[src/rtl/hufcp_params.svh]
// constants for the host uart flow control port
// assumes a 125 MHz system clock and 8n1 framing
`ifndef HUFCP_PARAMS_SVH
`define HUFCP_PARAMS_SVH
`define HUFCP_CLK_HZ 125000000
`define HUFCP_DATA_BITS 8
`define HUFCP_FIFO_DEPTH 16
`define HUFCP_FIFO_AW 4
// sixteen ticks per bit; the tick accumulator adds 16 * rate per clock and wraps at clk
`define HUFCP_OVS 16
`define HUFCP_RATE_9600 9600
`define HUFCP_RATE_19200 19200
`define HUFCP_RATE_38400 38400
`define HUFCP_RATE_57600 57600
`define HUFCP_RATE_115200 115200
`define HUFCP_RATE_230400 230400
`define HUFCP_RATE_460800 460800
`define HUFCP_RATE_921600 921600
`define HUFCP_RATE_1M 1000000
`define HUFCP_RATE_CODE_MAX 4'h8
// rts deasserted (high) once this many slots are filled
`define HUFCP_RTS_STOP_LEVEL 5'h0c
`define HUFCP_RTS_GO_LEVEL 5'h08
// reset pin low time in ns, rounded up to cycles
`define HUFCP_T_RESET_NS 200
`define HUFCP_RESET_CYCLES ((`HUFCP_T_RESET_NS * 125 + 999) / 1000)
`endif

[src/rtl/hufcp_pkg.sv]
// types shared by the host uart port files
// assumes the params header is included where constants are needed
package hufcp_pkg;
   typedef logic [7:0] hufcp_byte_t;
   typedef enum logic [1:0] {HUFCP_IDLE, HUFCP_START, HUFCP_DATA, HUFCP_STOP} hufcp_phase_e;
   // one byte stream beat
   typedef struct packed {
      logic valid;
      hufcp_byte_t data;
   } hufcp_beat_s;
endpackage

[src/rtl/hufcp_fifo.sv]
// synchronous fifo with valid/ready on both sides
// assumes one clock and a synchronous active-high reset
`timescale 1ns/1ps
`default_nettype none
module hufcp_fifo #(
   parameter int WIDTH = 8,
   parameter int DEPTH = 16,
   parameter int AW = 4
) (
   input wire logic clk,
   input wire logic rst,
   input wire logic in_valid,
   output logic in_ready,
   input wire logic [WIDTH-1:0] in_data,
   output logic out_valid,
   input wire logic out_ready,
   output logic [WIDTH-1:0] out_data,
   output logic [AW:0] level
);
   import hufcp_pkg::*;
   typedef struct packed {
      logic [AW-1:0] wp;
      logic [AW-1:0] rp;
      logic [AW:0] cnt;
   } hufcp_fst_s;
   hufcp_fst_s st_reg, st_next;
   logic [WIDTH-1:0] mem [DEPTH];
   logic wr, rd;
   // honest full and empty from the occupancy count
   assign in_ready = st_reg.cnt != (AW+1)'(DEPTH);
   assign out_valid = st_reg.cnt != '0;
   assign out_data = mem[st_reg.rp];
   assign level = st_reg.cnt;
   assign wr = in_valid && in_ready;
   assign rd = out_valid && out_ready;
   // pointer and count update
   always_comb begin
      st_next = st_reg;
      if (wr) st_next.wp = st_reg.wp + 1'b1;
      if (rd) st_next.rp = st_reg.rp + 1'b1;
      if (wr && !rd) st_next.cnt = st_reg.cnt + 1'b1;
      else if (rd && !wr) st_next.cnt = st_reg.cnt - 1'b1;
   end
   always_ff @(posedge clk) begin
      if (rst) st_reg <= '0;
      else st_reg <= st_next;
      if (wr) mem[st_reg.wp] <= in_data;
   end
endmodule
`default_nettype wire

[src/rtl/hufcp_top.sv]
// host uart port of the wireless module: 8n1 transceiver with rts/cts
// assumes pins synchronous to CLOCK; the host keeps its own rate error in check
`timescale 1ns/1ps
`default_nettype none
`include "hufcp_params.svh"
module hufcp_top (
   input wire logic CLOCK,
   input wire logic SYS_RST,
   input wire logic SUPPLY_OK,
   input wire logic EXTERNAL_RESET_N,
   input wire logic [3:0] RATE_SEL,
   input wire logic [3:0] RATE_LIMIT,
   input wire logic RXD,
   output logic TXD,
   output logic TXD_OE,
   input wire logic CTS_N,
   output logic RTS_N,
   output logic RTS_N_OE,
   input wire logic LINK_UP_REQUEST_IN_N,
   output logic LINK_UP_REQUEST_OUT_N,
   output logic LINK_UP_REQUEST_OUT_N_OE,
   input wire logic HANG_UP,
   input wire logic DATA_PHASE,
   output logic HANG_UP_REQ,
   input wire hufcp_pkg::hufcp_beat_s TX_IN,
   output logic TX_READY,
   output hufcp_pkg::hufcp_beat_s RX_OUT,
   input wire logic RX_READY,
   output logic LINK_UP_SEEN
);
   import hufcp_pkg::*;

   // accumulator step per clock: sixteen ticks per bit, one entry per rate code up to 8; codes above 8 share the 1 Mbps entry
   function automatic logic [26:0] step_of(input logic [3:0] code);
      int r;
      case (code)
         4'h0: r = `HUFCP_RATE_9600;
         4'h1: r = `HUFCP_RATE_19200;
         4'h2: r = `HUFCP_RATE_38400;
         4'h3: r = `HUFCP_RATE_57600;
         4'h4: r = `HUFCP_RATE_115200;
         4'h5: r = `HUFCP_RATE_230400;
         4'h6: r = `HUFCP_RATE_460800;
         4'h7: r = `HUFCP_RATE_921600;
         default: r = `HUFCP_RATE_1M;
      endcase
      // exact on average; each tick lands within one clock of its ideal time,
      // so even 1 Mbps stays well inside one percent, unlike an integer divisor
      step_of = 27'(r * `HUFCP_OVS);
   endfunction

   typedef struct packed {
      logic [4:0] rst_cnt;
      logic in_reset;
      logic [3:0] rate;
      logic [26:0] phase_acc;
      hufcp_phase_e tx_ph;
      logic [3:0] tx_sub;
      logic [2:0] tx_bit;
      hufcp_byte_t tx_sh;
      logic txd;
      hufcp_phase_e rx_ph;
      logic [3:0] rx_sub;
      logic [2:0] rx_bit;
      hufcp_byte_t rx_sh;
      logic rx_push;
      logic rts_n;
      logic hang;
      logic hang_q;
      logic link_up;
   } hufcp_st_s;
   hufcp_st_s st_reg, st_next;

   logic tick, rst_any, f_in_ready, f_out_valid, rx_fifo_ready;
   logic [7:0] f_out_data;
   logic [4:0] f_level;
   logic [3:0] eff_rate;
   logic [27:0] acc_sum;

   assign rst_any = SYS_RST || st_reg.in_reset;
   // firmware cap: requested rate clamped to the limit code
   assign eff_rate = (RATE_SEL > RATE_LIMIT) ? RATE_LIMIT : RATE_SEL;
   // one-cycle tick when the accumulator passes the clock rate
   assign acc_sum = {1'b0, st_reg.phase_acc} + 28'(step_of(st_reg.rate));
   assign tick = acc_sum >= 28'(`HUFCP_CLK_HZ);

   // received bytes buffered toward the user side
   hufcp_fifo #(.WIDTH(8), .DEPTH(`HUFCP_FIFO_DEPTH), .AW(`HUFCP_FIFO_AW)) u_rx_fifo (
      .clk(CLOCK),
      .rst(rst_any),
      .in_valid(st_reg.rx_push),
      .in_ready(f_in_ready),
      .in_data(st_reg.rx_sh),
      .out_valid(f_out_valid),
      .out_ready(rx_fifo_ready),
      .out_data(f_out_data),
      .level(f_level)
   );
   // pop only the byte the user sees, so a held ready cannot drain unseen bytes
   assign rx_fifo_ready = RX_READY && RX_OUT.valid;

   // next-state logic for reset stretch, baud, tx, rx and flow control
   always_comb begin
      st_next = st_reg;
      st_next.rx_push = 1'b0;
      // supply monitor and pin reset hold the port in reset
      if (!SUPPLY_OK) begin
         st_next.in_reset = 1'b1;
         st_next.rst_cnt = '0;
      end else if (!EXTERNAL_RESET_N) begin
         if (st_reg.rst_cnt != 5'(`HUFCP_RESET_CYCLES - 1)) begin
            st_next.rst_cnt = st_reg.rst_cnt + 1'b1;
         end else begin
            st_next.in_reset = 1'b1;
         end
      end else begin
         st_next.rst_cnt = '0;
         st_next.in_reset = 1'b0;
      end
      // sixteen-times oversampling enable; rate picked up only between frames
      if (tick) st_next.phase_acc = 27'(acc_sum - 28'(`HUFCP_CLK_HZ));
      else st_next.phase_acc = acc_sum[26:0];
      if (st_reg.tx_ph == HUFCP_IDLE && st_reg.rx_ph == HUFCP_IDLE) st_next.rate = eff_rate;
      // transmitter: start only with cts asserted low
      if (tick) begin
         case (st_reg.tx_ph)
            HUFCP_IDLE: begin
               st_next.txd = 1'b1;
               if (TX_IN.valid && !CTS_N) begin
                  st_next.tx_sh = TX_IN.data;
                  st_next.tx_ph = HUFCP_START;
                  st_next.txd = 1'b0;
                  st_next.tx_sub = '0;
               end
            end
            HUFCP_START, HUFCP_DATA: begin
               st_next.tx_sub = st_reg.tx_sub + 1'b1;
               if (st_reg.tx_sub == 4'hf) begin
                  if (st_reg.tx_ph == HUFCP_START) st_next.tx_bit = '0;
                  else st_next.tx_bit = st_reg.tx_bit + 1'b1;
                  if (st_reg.tx_ph == HUFCP_DATA && st_reg.tx_bit == 3'h7) begin
                     st_next.tx_ph = HUFCP_STOP;
                     st_next.txd = 1'b1;
                  end else begin
                     st_next.tx_ph = HUFCP_DATA;
                     st_next.txd = st_reg.tx_sh[0];
                     st_next.tx_sh = {1'b0, st_reg.tx_sh[7:1]};
                  end
               end
            end
            default: begin
               st_next.tx_sub = st_reg.tx_sub + 1'b1;
               if (st_reg.tx_sub == 4'hf) st_next.tx_ph = HUFCP_IDLE;
            end
         endcase
      end
      // receiver: mid-bit sampling, stop bit must be high
      if (tick) begin
         case (st_reg.rx_ph)
            HUFCP_IDLE: begin
               if (!RXD) begin
                  st_next.rx_ph = HUFCP_START;
                  st_next.rx_sub = '0;
               end
            end
            HUFCP_START: begin
               st_next.rx_sub = st_reg.rx_sub + 1'b1;
               if (st_reg.rx_sub == 4'h7) begin
                  st_next.rx_sub = '0;
                  st_next.rx_bit = '0;
                  // a glitch that is high at mid-bit is not a start
                  st_next.rx_ph = RXD ? HUFCP_IDLE : HUFCP_DATA;
               end
            end
            HUFCP_DATA: begin
               st_next.rx_sub = st_reg.rx_sub + 1'b1;
               if (st_reg.rx_sub == 4'hf) begin
                  st_next.rx_sh = {RXD, st_reg.rx_sh[7:1]};
                  st_next.rx_bit = st_reg.rx_bit + 1'b1;
                  if (st_reg.rx_bit == 3'h7) st_next.rx_ph = HUFCP_STOP;
               end
            end
            default: begin
               st_next.rx_sub = st_reg.rx_sub + 1'b1;
               if (st_reg.rx_sub == 4'hf) begin
                  st_next.rx_ph = HUFCP_IDLE;
                  // framing error (low stop) drops the byte; full fifo also drops
                  st_next.rx_push = RXD && f_in_ready;
               end
            end
         endcase
      end
      // rts hysteresis leaves room for the host's in-flight bytes
      if (f_level >= `HUFCP_RTS_STOP_LEVEL) st_next.rts_n = 1'b1;
      else if (f_level <= `HUFCP_RTS_GO_LEVEL) st_next.rts_n = 1'b0;
      // hang-up: a rising level during data transfer raises a one-cycle request
      st_next.hang_q = HANG_UP;
      st_next.hang = HANG_UP && !st_reg.hang_q && DATA_PHASE;
      // optional link-up request; open input reads high, i.e. no request
      st_next.link_up = !LINK_UP_REQUEST_IN_N;
   end

   // reset values; the external reset path is self-clearing through rst_cnt
   always_ff @(posedge CLOCK) begin
      if (SYS_RST) begin
         st_reg <= '0;
         st_reg.txd <= 1'b1;
         st_reg.rts_n <= 1'b1;
         st_reg.hang_q <= 1'b1;
      end else if (st_reg.in_reset) begin
         st_reg <= '0;
         st_reg.in_reset <= st_next.in_reset;
         st_reg.rst_cnt <= st_next.rst_cnt;
         st_reg.txd <= 1'b1;
         st_reg.rts_n <= 1'b1;
         st_reg.hang_q <= 1'b1;
      end else begin
         st_reg <= st_next;
      end
   end

   // output flops; enables low keep the pins undriven during reset
   always_ff @(posedge CLOCK) begin
      if (rst_any) begin
         TXD <= 1'b1;
         TXD_OE <= 1'b0;
         RTS_N <= 1'b1;
         RTS_N_OE <= 1'b0;
         LINK_UP_REQUEST_OUT_N <= 1'b1;
         LINK_UP_REQUEST_OUT_N_OE <= 1'b0;
         HANG_UP_REQ <= 1'b0;
         TX_READY <= 1'b0;
         RX_OUT <= '0;
         LINK_UP_SEEN <= 1'b0;
      end else begin
         TXD <= st_next.txd;
         TXD_OE <= 1'b1;
         RTS_N <= st_next.rts_n;
         RTS_N_OE <= 1'b1;
         LINK_UP_REQUEST_OUT_N <= 1'b0;
         LINK_UP_REQUEST_OUT_N_OE <= 1'b1;
         HANG_UP_REQ <= st_next.hang;
         TX_READY <= tick && st_reg.tx_ph == HUFCP_IDLE && !CTS_N && TX_IN.valid;
         RX_OUT.valid <= f_out_valid && !rx_fifo_ready;
         RX_OUT.data <= f_out_data;
         LINK_UP_SEEN <= st_next.link_up;
      end
   end
endmodule
`default_nettype wire

[config.mk]
export PLATFORM = sky130hd
export DESIGN_NAME = hufcp_top
export DESIGN_NICKNAME = d
export VERILOG_FILES = /design/src/rtl/hufcp_pkg.sv /design/src/rtl/hufcp_fifo.sv /design/src/rtl/hufcp_top.sv
export VERILOG_INCLUDE_DIRS = /design/src /design/src/rtl
export SDC_FILE = /design/constraint.sdc
export NUM_CORES = 1
export LEC_CHECK = 0
export ABC_AREA = 0
export BUFFER_PORTS_ARGS = -buffer_cell sky130_fd_sc_hd__buf_2
export CAP_MARGIN = 20
export CORE_MARGIN = 2
export CORE_UTILIZATION = 54
export CTS_BUF_LIST = sky130_fd_sc_hd__clkbuf_4
export DETAILED_ROUTE_END_ITERATION = 8
export PLACE_DENSITY_LB_ADDON = 0.12
export SLEW_MARGIN = 0
export SYNTH_ARGS = -nofsm -noshare
export SYNTH_HDL_FRONTEND = slang
export SYNTH_HIERARCHICAL = 1
export SYNTH_SLANG_ARGS = --single-unit
[constraint.sdc]
create_clock -name CLOCK -period 7.2 [get_ports CLOCK]
set_input_delay 0.36 -clock CLOCK [delete_from_list [all_inputs] [get_ports CLOCK]]
set_output_delay 0.36 -clock CLOCK [all_outputs]
set_load 0.01 [all_outputs]
=== After elaboration in Yosys (flattened, before gate mapping) ===
Memory sizes are Yosys's and may differ from the RTL's. A register that Yosys moved wholly into a read port is not among the register bits.
Index checks and enable logic that the tools add are counted.

* Register bits after elaboration: 96
* Bits in writable memories: 128
* Memory bits (read-only): 104
* Input bits: 27
* Output and inout port bits: 18
* Logic and storage cells: 143
* Memories kept: 2

* Add/subtract/negate cells: 11
* Magnitude comparators: 4
* Eq/ne operators: 18
* Muxes and demuxes: 38
* Bitwise logic cells: 2
* Reductions and logical operators: 41

{| class="wikitable"
|+ Memory list
! name !! words !! bits a word !! read ports !! clocked after Yosys merged registers in !! wr ports !! line !! text
|-
| u_rx_fifo.mem || 16 || 8 || 1 || 1 || 1 || hufcp_fifo.sv:27 || <nowiki>logic [WIDTH-1:0] mem [DEPTH];</nowiki>
|-
| (name not given) || 8 || 13 || 1 || 1 || 0 || hufcp_top.sv:36 || <nowiki>case (code)</nowiki>
|}

{| class="wikitable"
|+ Operators with widths
! kind !! number
|-
| adder 27 x 27 -> 28 bit || 1
|-
| greater-or-equal comparator 28 x 27 -> 1 bit (second input constant) || 1
|-
| 2-to-1 mux 27 bit || 1
|-
| subtractor 27 bit (second input constant) || 1
|-
| 2-to-1 mux 6 bit || 4
|-
| 2-to-1 mux 23 bit || 1
|-
| 2-to-1 mux 9 bit || 2
|-
| one-hot mux 6 bit (3 select lines) || 1
|-
| one-hot mux 9 bit (2 select lines) || 1
|-
| adder 4 x 1 -> 4 bit (second input constant) || 4
|-
| logical AND 1 bit || 15
|-
| 2-to-1 mux 5 bit || 3
|-
| 2-to-1 mux 12 bit || 1
|-
| 2-to-1 mux 2 bit || 6
|-
| inequality test 2 bit (second input constant) || 6
|-
| one-hot mux 6 bit (2 select lines) || 1
|-
| 2-to-1 mux 11 bit || 1
|-
| adder 5 x 1 -> 5 bit (second input constant) || 2
|-
| 2-to-1 mux 1 bit || 10
|-
| inequality test 5 bit (second input constant) || 2
|-
| 2-to-1 mux 3 bit || 3
|-
| == test 4 bit (second input constant) || 2
|-
| 2-to-1 mux 8 bit || 1
|-
| AND reduction 4 bit || 2
|-
| 25 further kinds || 42
|}

=== Depth between registers and ports, before layout ===
Gate-level depths: netlist of the first run.

* Word-level depth: 6
* Mapped depth: 15
* Mapped depth without buffers: 13

=== Modules after synthesis ===
The synthesis of the first run kept the hierarchy.

{| class="wikitable"
|+ By module, submodules not included
! module !! instances !! cells each !! area an instance (um^2) !! seq. area each (um^2)
|-
| hufcp_fifo || 1 || 314 || 5806.8 || 4184.0
|-
| hufcp_top || 1 || 611 || 5197.5 || 1921.8
|}

=== Worst setup path after synthesis of the first run ===
OpenSTA, ideal clock, no wires.

* Path kind: register to register
* Start point: register st_reg[70] (netlist bit)
* End point: register st_reg[19] (netlist bit)
* Setup time: 0.070 ns
* Data arrival time: 3.452 ns
* Data required time: 7.130 ns
* Slack: 3.677 ns
* Stages on the path, launching flop included: 14
* Buffers on the path: 2
* Period minus slack after synthesis: 3.523 ns
* Cells stage by stage: dfxtp_1 -> clkbuf_1 -> nor2b_1 -> fa_1 -> a21o_1 -> a221oi_4 -> nor3_1 -> nor3_4 -> nor3b_4 -> a311oi_2 -> or2_1 -> buf_2 -> or4_1 -> a21oi_1

* Longest elaborated chain between the ends: 4

{| class="wikitable"
|+ RTL lines
! element !! line !! text
|-
| start: declaration || hufcp_top.sv:72 || <nowiki>hufcp_st_s st_reg, st_next;</nowiki>
|-
| start signal: assignment || hufcp_top.sv:218 || <nowiki>st_reg <= st_next;</nowiki>
|-
| 2-to-1 mux 23 bit || hufcp_top.sv:36 ||
|-
| adder 27 x 27 -> 28 bit || hufcp_top.sv:84 || <nowiki>assign acc_sum = {1'b0, st_reg.phase_acc} + 28'(step_of(st_reg.rate));</nowiki>
|-
| greater-or-equal comparator 28 x 27 -> 1 bit || hufcp_top.sv:85 || <nowiki>assign tick = acc_sum >= 28'(`HUFCP_CLK_HZ);</nowiki>
|-
| AND reduction 2 bit (no source line) || - ||
|}

Every way passes these cells.
A chain may end at the register's enable or synchronous reset.

=== Worst setup path after layout of the first run ===
* Start point: register st_reg[70] (netlist bit)
* End point: register st_reg[21] (netlist bit)

* Longest elaborated chain between the ends: 4

{| class="wikitable"
|+ RTL lines
! element !! line
|-
| 2-to-1 mux 23 bit || hufcp_top.sv:36
|-
| adder 27 x 27 -> 28 bit || hufcp_top.sv:84
|-
| greater-or-equal comparator 28 x 27 -> 1 bit || hufcp_top.sv:85
|-
| AND reduction 6 bit (no source line) || -
|}

Every way passes these cells.

==> results of run 1 <==
-- cell type report --
class                   count  area [sq um]
diodes                      1         2.502
multi-input cells         606          4529
clock buffers              88         660.6
fillers                  1660          7910
flip-flops and latches    241          6107
inverters                  25         93.84
well taps                 270         337.8
repair buffers             61         367.9
clock inverters            22         95.09
-- timing repair --
| action | in CTS | in global routing |
|---|---|---|
| resized for setup | 0 | 0 |
| hold endpoints to repair | 7 | 0 |
| hold buffers | 8 | 0 |
-- metal layers --
layer	part of all wire	up-vias	wire (um)
met1	0.44	3485	9712
met2	0.49	169	10880
li1	-	3631	-
met3	0.042	44	928
met5	0	-	0
met4	0.025	0	550
-- metrics by stage --
stage          area, sq um  hold slack (ns)  setup slack [ns]
2_1_floorplan        11000           0.3734             3.677
5_1_grt              12190          0.03808             1.963
3_3_place_gp         11360           0.4005             2.595
4_1_cts              12190          0.01474             2.425
3_5_place_dp         11360           0.4009             2.430
6_report             12190          0.06233             2.399
-- cells by family after synthesis --
logic type | after synthesis | synth area share
compound gates | 188 | 0.1201
simple gates | 297 | 0.1347
xor+xnor | 27 | 0.02149
flops | 241 | 0.5549
mux | 43 | 0.07595
buf+inv | 78 | 0.03354
fa+ha+maj | 51 | 0.05935
-- cell usage in the layout (no fill, tap or decap), types with 6 or more instances in the layout --
cell type / instances
edfxtp_1: 128
dfxtp_1: 112
clkbuf_4: 88
nor2_1: 87
nand2_1: 61
ha_1: 49
buf_2: 44
a21oi_1: 36
mux4_2: 32
nand3_1: 29
nor3_1: 29
a22oi_1: 25
inv_1: 23
clkinv_1: 19
o21ai_0: 19
o21ai_1: 16
xnor2_1: 16
and2_1: 15
nor2b_1: 15
o21a_1: 12
a211oi_1: 12
xor2_1: 11
o211ai_1: 10
buf_4: 9
dlygate4sd3_1: 8
or2_2: 7
nand4_1: 7
mux2i_1: 7
nand2b_1: 7
o31ai_1: 7
a31oi_1: 7
or3_1: 6
-- where the power goes --
part	switching, mW	leakage (nW)	internal [mW]
combinational	0.247	1.87	0.154
clock	0.538	0.450	0.563
sequential	0.0127	1.88	1.46
-- worst reg2reg max path, cell delays in order, from the launching register on --
cell and delay, ns:
dfxtp_1 0.59, nor2b_1 0.16, fa_1 0.45, a21o_1 0.23, a221oi_4 0.41, o21ai_0 0.22
xnor2_1 0.29, o221ai_1 0.19, a311oi_2 0.88, or2_1 0.86, nor4b_1 0.14, o221a_1 0.29
-- worst max-delay path by stage --
stage	start	end	cells past startpoint
6_report	st_reg[70]$_SDFFE_PN0P_	st_reg[21]$_SDFFE_PN0P_	11
5_1_grt	st_reg[70]$_SDFFE_PN0P_	st_reg[34]$_SDFFE_PN0P_	11
4_1_cts	st_reg[70]$_SDFFE_PN0P_	st_reg[21]$_SDFFE_PN0P_	11
3_5_place_dp	st_reg[70]$_SDFFE_PN0P_	st_reg[21]$_SDFFE_PN0P_	11
3_3_place_gp	st_reg[70]$_SDFFE_PN0P_	st_reg[21]$_SDFFE_PN0P_	11
2_1_floorplan	st_reg[70]$_SDFFE_PN0P_	st_reg[19]$_SDFFE_PN0P_	13
==> metrics, run 1 <==
Final Routed Wirelength=22,080 um; number of flip-flops and latches in the synthesized netlist=241; cell breakdown of the critical path=nor2b_1, fa_1, a21o_1, a221oi_4, o21ai_0, xnor2_1, o221ai_1, a311oi_2, or2_1, nor4b_1, o221a_1; count of mapped cells out of synthesis=925; placed wire-length estimate after detailed placement=14,180 um; remaining number of nets flagged by the antenna check after routing=0; number of enable-type register cells in the synthesized netlist=128; boundary pin count=45; slew at the pin closest to its max-slew limit=0.9891 ns; Cell Pwr Density=244.2 nW/um^2; part of the Yosys area used for sequential elements=0.5549; number of global-route vias before repair=7,410; number of flip-flops under the largest register name=128; kind of cell adding the most delay to the critical path=compound AO/OA/AOI/OAI gates; part of the cycle the worst path needs=0.6668; largest net degree at the start of global routing=66; Port-buffer cells=44; post-route clock skew=0.05902 ns; Placed Cells incl. Taps=1,195; clock slew at the register clock pins of the worst setup and hold paths=0.07 ns; starting density of the core=0.5474; crit-path max FO=29; met3 demand-to-capacity share in global routing=0.04130; max cap viols=0; total chip power=2.978 mW; dominant cell type by area after synthesis=edfxtp_1; Pleak=4.194 nW; overall die width=146.8 um; worst min-delay path endpoint=TX_READY$_SDFF_PN0_; Post-layout nets=1,073; R2R Setup Slk=2.40 ns; Total Die Area=21,540 sq um; H-tree level count=2; Post-CTS Setup Bufs=0; RSZ-0062 raised after global routing=no; M2 GR Usage=0.3641; First-pass DRT Iterations=5; proportion of synthesized flip-flops having asynchronous set or reset=0; sort of element at the end of the critical path=flip-flop; area share of the largest cell type after synthesis=0.3493; share of layout cells above drive strength 1=0.1965; maximum buffer depth of the clock tree=3; drc violations=0; clock latency reported for the late side of the worst-skew pair=0.70 ns; worst reg-to-reg path cell count=11; final hold violation count=0; Worst EP required=7.77 ns; IR Drop Worst-Case VDD=0.1465 mV; routing usage on met1=0.2681; most frequent cells after synthesis=128 x edfxtp_1, 113 x dfxtp_1, 87 x nor2_1, 61 x nand2_1, 49 x ha_1; busiest grt layer=met2; Core ar.=20,100 sq um; buffers and inverters on the worst path=0; number of distinct standard cells referenced by the synthesized netlist=79; non-filler instance count after layout=1,314; utilization of the core after routing=0.6065; maximum frequency from static timing analysis=208.3 MHz; type of the worst min-delay path=input port to flip-flop; critical path's slowest cell=a311oi_2; TritonCTS Sinks=241; number of clock buffers inserted by TritonCTS=60; total nets after synthesis=1,003; antenna violations before repair=1; grt ovf=0; number of instances on the worst hold path=3; vias=7,329; Syn Std Cell Area=11,000 sq um; Synth-to-Final Area Change=10.81%; Vias/cell=5.578; Critical Path Max Stage Delay=0.88 ns; final estimated routing congestion in global placement=0.8845; routed length per placed instance=16.80 um; relative slew slack=0.3406; number of warning messages in the yosys log=6; count leader, synth=edfxtp_1; ys flop type=edfxtp_1; CTS tree=done; post-layout min period=4.801 ns; Avg Synthesized Cell Area=11.90 sq um; root buffer cell=clkbuf_4; total negative slack for setup checks=0 ns; startpoint types=flip-flop; final count of negative-setup-slack endpoints=0; global-route wire length before repair=36,750 um; count of pins over their slew limit=0; launch instance of the worst min-delay path=CTS_N; run status=completed; launch point of the worst reg-to-reg path=st_reg[70]$_SDFFE_PN0P_; DRC marker count from the first detailed-route iteration=456; top cells by area in the synthesized netlist=edfxtp_1 35%, dfxtp_1 21%, mux4_2 6.5%; kind of critical path=flip-flop to flip-flop; FP Rows=52; R2R Path End=st_reg[21]$_SDFFE_PN0P_; critical path arrival=5.37 ns; overall global routing resource usage=0.2122; die boundary height=146.8 um
No activity file was read; power rests on OpenSTA's default activity.
==> run 2: changes to the inputs <==
ABC_AREA = 1   (was 0)
clock period = 4 ns   (was 7.2 ns; I/O delays follow)
==> run 2 against run 1 <==
  * Via count grew 34%
  * Critical path depth grew 4
  * Clock skew grew 0.0030 ns
  * Global-route usage grew 1.8 points
  * Sequential power grew 80%
  * Non-clock buffer count grew 10
  * Final area grew 11%
  * Register-to-register slack lost 1.8 ns
  * Total power grew 83%
  * Synthesized cell count grew 66%
  * Critical path type unchanged
==> metrics, run 2 <==
run status=completed; overall die width=154.5 um; count of mapped cells out of synthesis=1,540; starting density of the core=0.5454; Cell Pwr Density=402.5 nW/um^2; number of enable-type register cells in the synthesized netlist=128; Post-layout nets=1,703; boundary pin count=45; net switching power=1.563 mW; Pleak=6.323 nW; number of warning messages in the yosys log=6; maximum buffer depth of the clock tree=3; CTS tree=done; Worst setup startpoint=st_reg[70]$_SDFFE_PN0P_; sort of element at the end of the critical path=flip-flop; Avg Synthesized Cell Area=7.945 sq um; proportion of synthesized flip-flops having asynchronous set or reset=0; count of pins over their slew limit=0; commonest cells after routing, fill and taps aside=425 x nand2_1, 244 x inv_1, 180 x nand3_1; ys flop type=edfxtp_1; clock slew at the register clock pins of the worst setup and hold paths=0.07 ns; internal power consumption=3.883 mW; max cap viols=0; Port-buffer cells=44; post-route clock skew=0.06200 ns; H-tree level count=2; dominant cell type by area after synthesis=edfxtp_1; IR Drop Worst-Case VDD=0.2748 mV; Synth-to-Final Area Change=10.57%; Total Die Area=23,880 sq um; launch instance of the worst min-delay path=RATE_SEL[0]; DRC marker count from the first detailed-route iteration=525; switching part of the total=0.2870; most frequent standard cell in the layout excluding fill and tap cells=nand2_1; launch point of the worst reg-to-reg path=st_reg[70]$_SDFFE_PN0P_; routed length per placed instance=13.73 um; Final Routed Wirelength=26,930 um; number of flip-flops and latches in the synthesized netlist=241; largest net degree at the start of global routing=65; placed wire-length estimate after detailed placement=17,660 um; total negative slack for setup checks=0 ns; die boundary height=154.5 um; Worst EP required=4.58 ns; startpoint types=flip-flop; final count of negative-setup-slack endpoints=0; clock latency reported for the late side of the worst-skew pair=0.71 ns; final estimated routing congestion in global placement=0.8641; maximum frequency from static timing analysis=290.4 MHz; area share of the largest cell type after synthesis=0.3141; grt ovf=0; Resized cells post-CTS=0; TritonCTS Sinks=241; total nets after synthesis=1,618; overall global routing resource usage=0.2303; Syn Std Cell Area=12,240 sq um; Vias/cell=5.006; slew at the pin closest to its max-slew limit=0.9310 ns; remaining number of nets flagged by the antenna check after routing=0; antenna violations before repair=1; logic gate share of total power=0.148; drc violations=0; type of the worst min-delay path=input port to flip-flop; critical path arrival=4.03 ns; kind of critical path=flip-flop to flip-flop; crit-path max FO=41; sequential share of power=0.489; number of global-route vias before repair=9,404; First-pass DRT Iterations=5; final hold violation count=0; number of distinct standard cells referenced by the synthesized netlist=41; vias=9,817; most frequent cells after synthesis=425 x nand2_1, 245 x inv_1, 180 x nand3_1, 141 x nor2_1, 128 x edfxtp_1; Core ar.=22,430 sq um; top cells by area in the synthesized netlist=edfxtp_1 31%, dfxtp_1 18%, nand2_1 13%; FP Rows=55; post-layout min period=3.444 ns; global-route wire length before repair=44,670 um; root buffer cell=clkbuf_4; RSZ-0062 raised after global routing=no; share of layout cells above drive strength 1=0.1140; total chip power=5.446 mW; part of the Yosys area used for sequential elements=0.4990; part of the cycle the worst path needs=0.8609; clock share of power=0.363; number of flip-flops under the largest register name=128; number of clock buffers inserted by TritonCTS=61; count leader, synth=nand2_1; relative slew slack=0.3770
[run 2: changes by cell type after synthesis, sizes merged, moves of 28 or more]
cell   change
mux4      -32
nand3    +156
nand2    +378
a21oi     +28
inv      +228
nor2      +58
[run 2: logic make-up after synthesis]
logic type	count (synthesis)	share of synthesized area
adders and majority gates	51	0.05338
DFF	241	0.4990
buffers and inverters	302	0.1035
xor gates and xnor gates	11	0.007875
and+or+nand+nor	816	0.2850
AOI/OAI and AO/OA	119	0.05123
[run 2: final timing paths]
check                             to  slack, ns  cells past startpoint
min          st_reg[67]$_SDFFE_PN0P_       0.07                      5
min reg2reg   HANG_UP_REQ$_SDFF_PN0_       0.40                      1
max          st_reg[31]$_SDFFE_PN0P_       0.56                     15
max reg2reg  st_reg[31]$_SDFFE_PN0P_       0.56                     15
[run 2: cell type report]
cell class	instances	area, sq um
fill	2060	8905
sequential	241	6107
multi-input combinational	997	4866
inverter	253	949.7
clock buffer	83	623.1
timing repair buffer	71	488.0
tap	285	356.6
clock inverter	30	136.4
antenna	1	2.502
[run 2: layer usage]
metal	wire length (um)	global-route usage	vias to the layer above	part of all wire
met5	0	0	-	0
met4	351	0.06614	0	0.013
met3	1366	0.04147	29	0.051
met2	13360	0.4194	242	0.50
met1	11850	0.2793	4431	0.44
li1	-	-	5115	-
[run 2: critical path, stage by stage (launching register included)]
cell and delay (ns):
dfxtp_1 0.62, nor2_1 0.17, fa_1 0.47, nand3_1 0.11, nand3_1 0.17, nand2_1 0.10, nand2_1 0.10, xor2_1 0.20
nor2_2 0.19, nand2_1 0.15, nand3_2 0.12, nand3_4 0.40, nand2_1 0.35, nand2_1 0.08, nand2_1 0.06, nor2_1 0.04
[run 2: repair_timing]
item                      in CTS  in global routing
setup buffers                  0                  0
hold buffers                  21                  0
hold endpoints to repair      37                  0
[run 2: stage by stage]
| stage | hold slack (ns) | instance area (sq um) | worst slack [ns] | instances | utilization |
|---|---|---|---|---|---|
| 4_1_cts | 0.01929 | 13530 | 0.5820 | 1960 | 0.6030 |
| 5_1_grt | 0.1070 | 13530 | 0.1701 | 1961 | 0.6031 |
| 3_5_place_dp | 0.3576 | 12560 | 0.5516 | 1826 | 0.5597 |
| 6_report | 0.06526 | 13530 | 0.5563 | 1961 | 0.6031 |
| 2_1_floorplan | 0.2691 | 12240 | 1.295 | 1540 | - |
| 3_3_place_gp | 0.3554 | 12540 | 0.6361 | 1825 | 0.5588 |
[run 2: power by group through the flow]
stage / sequential [mW] / combinational [mW] / clock, mW
4_1_cts: 2.66 / 0.807 / 2.05
6_report: 2.66 / 0.806 / 1.98
2_1_floorplan: 2.71 / 0.607 / 0
5_1_grt: 2.66 / 0.926 / 2.17
3_3_place_gp: 2.72 / 0.776 / 0
3_5_place_dp: 2.72 / 0.786 / 0
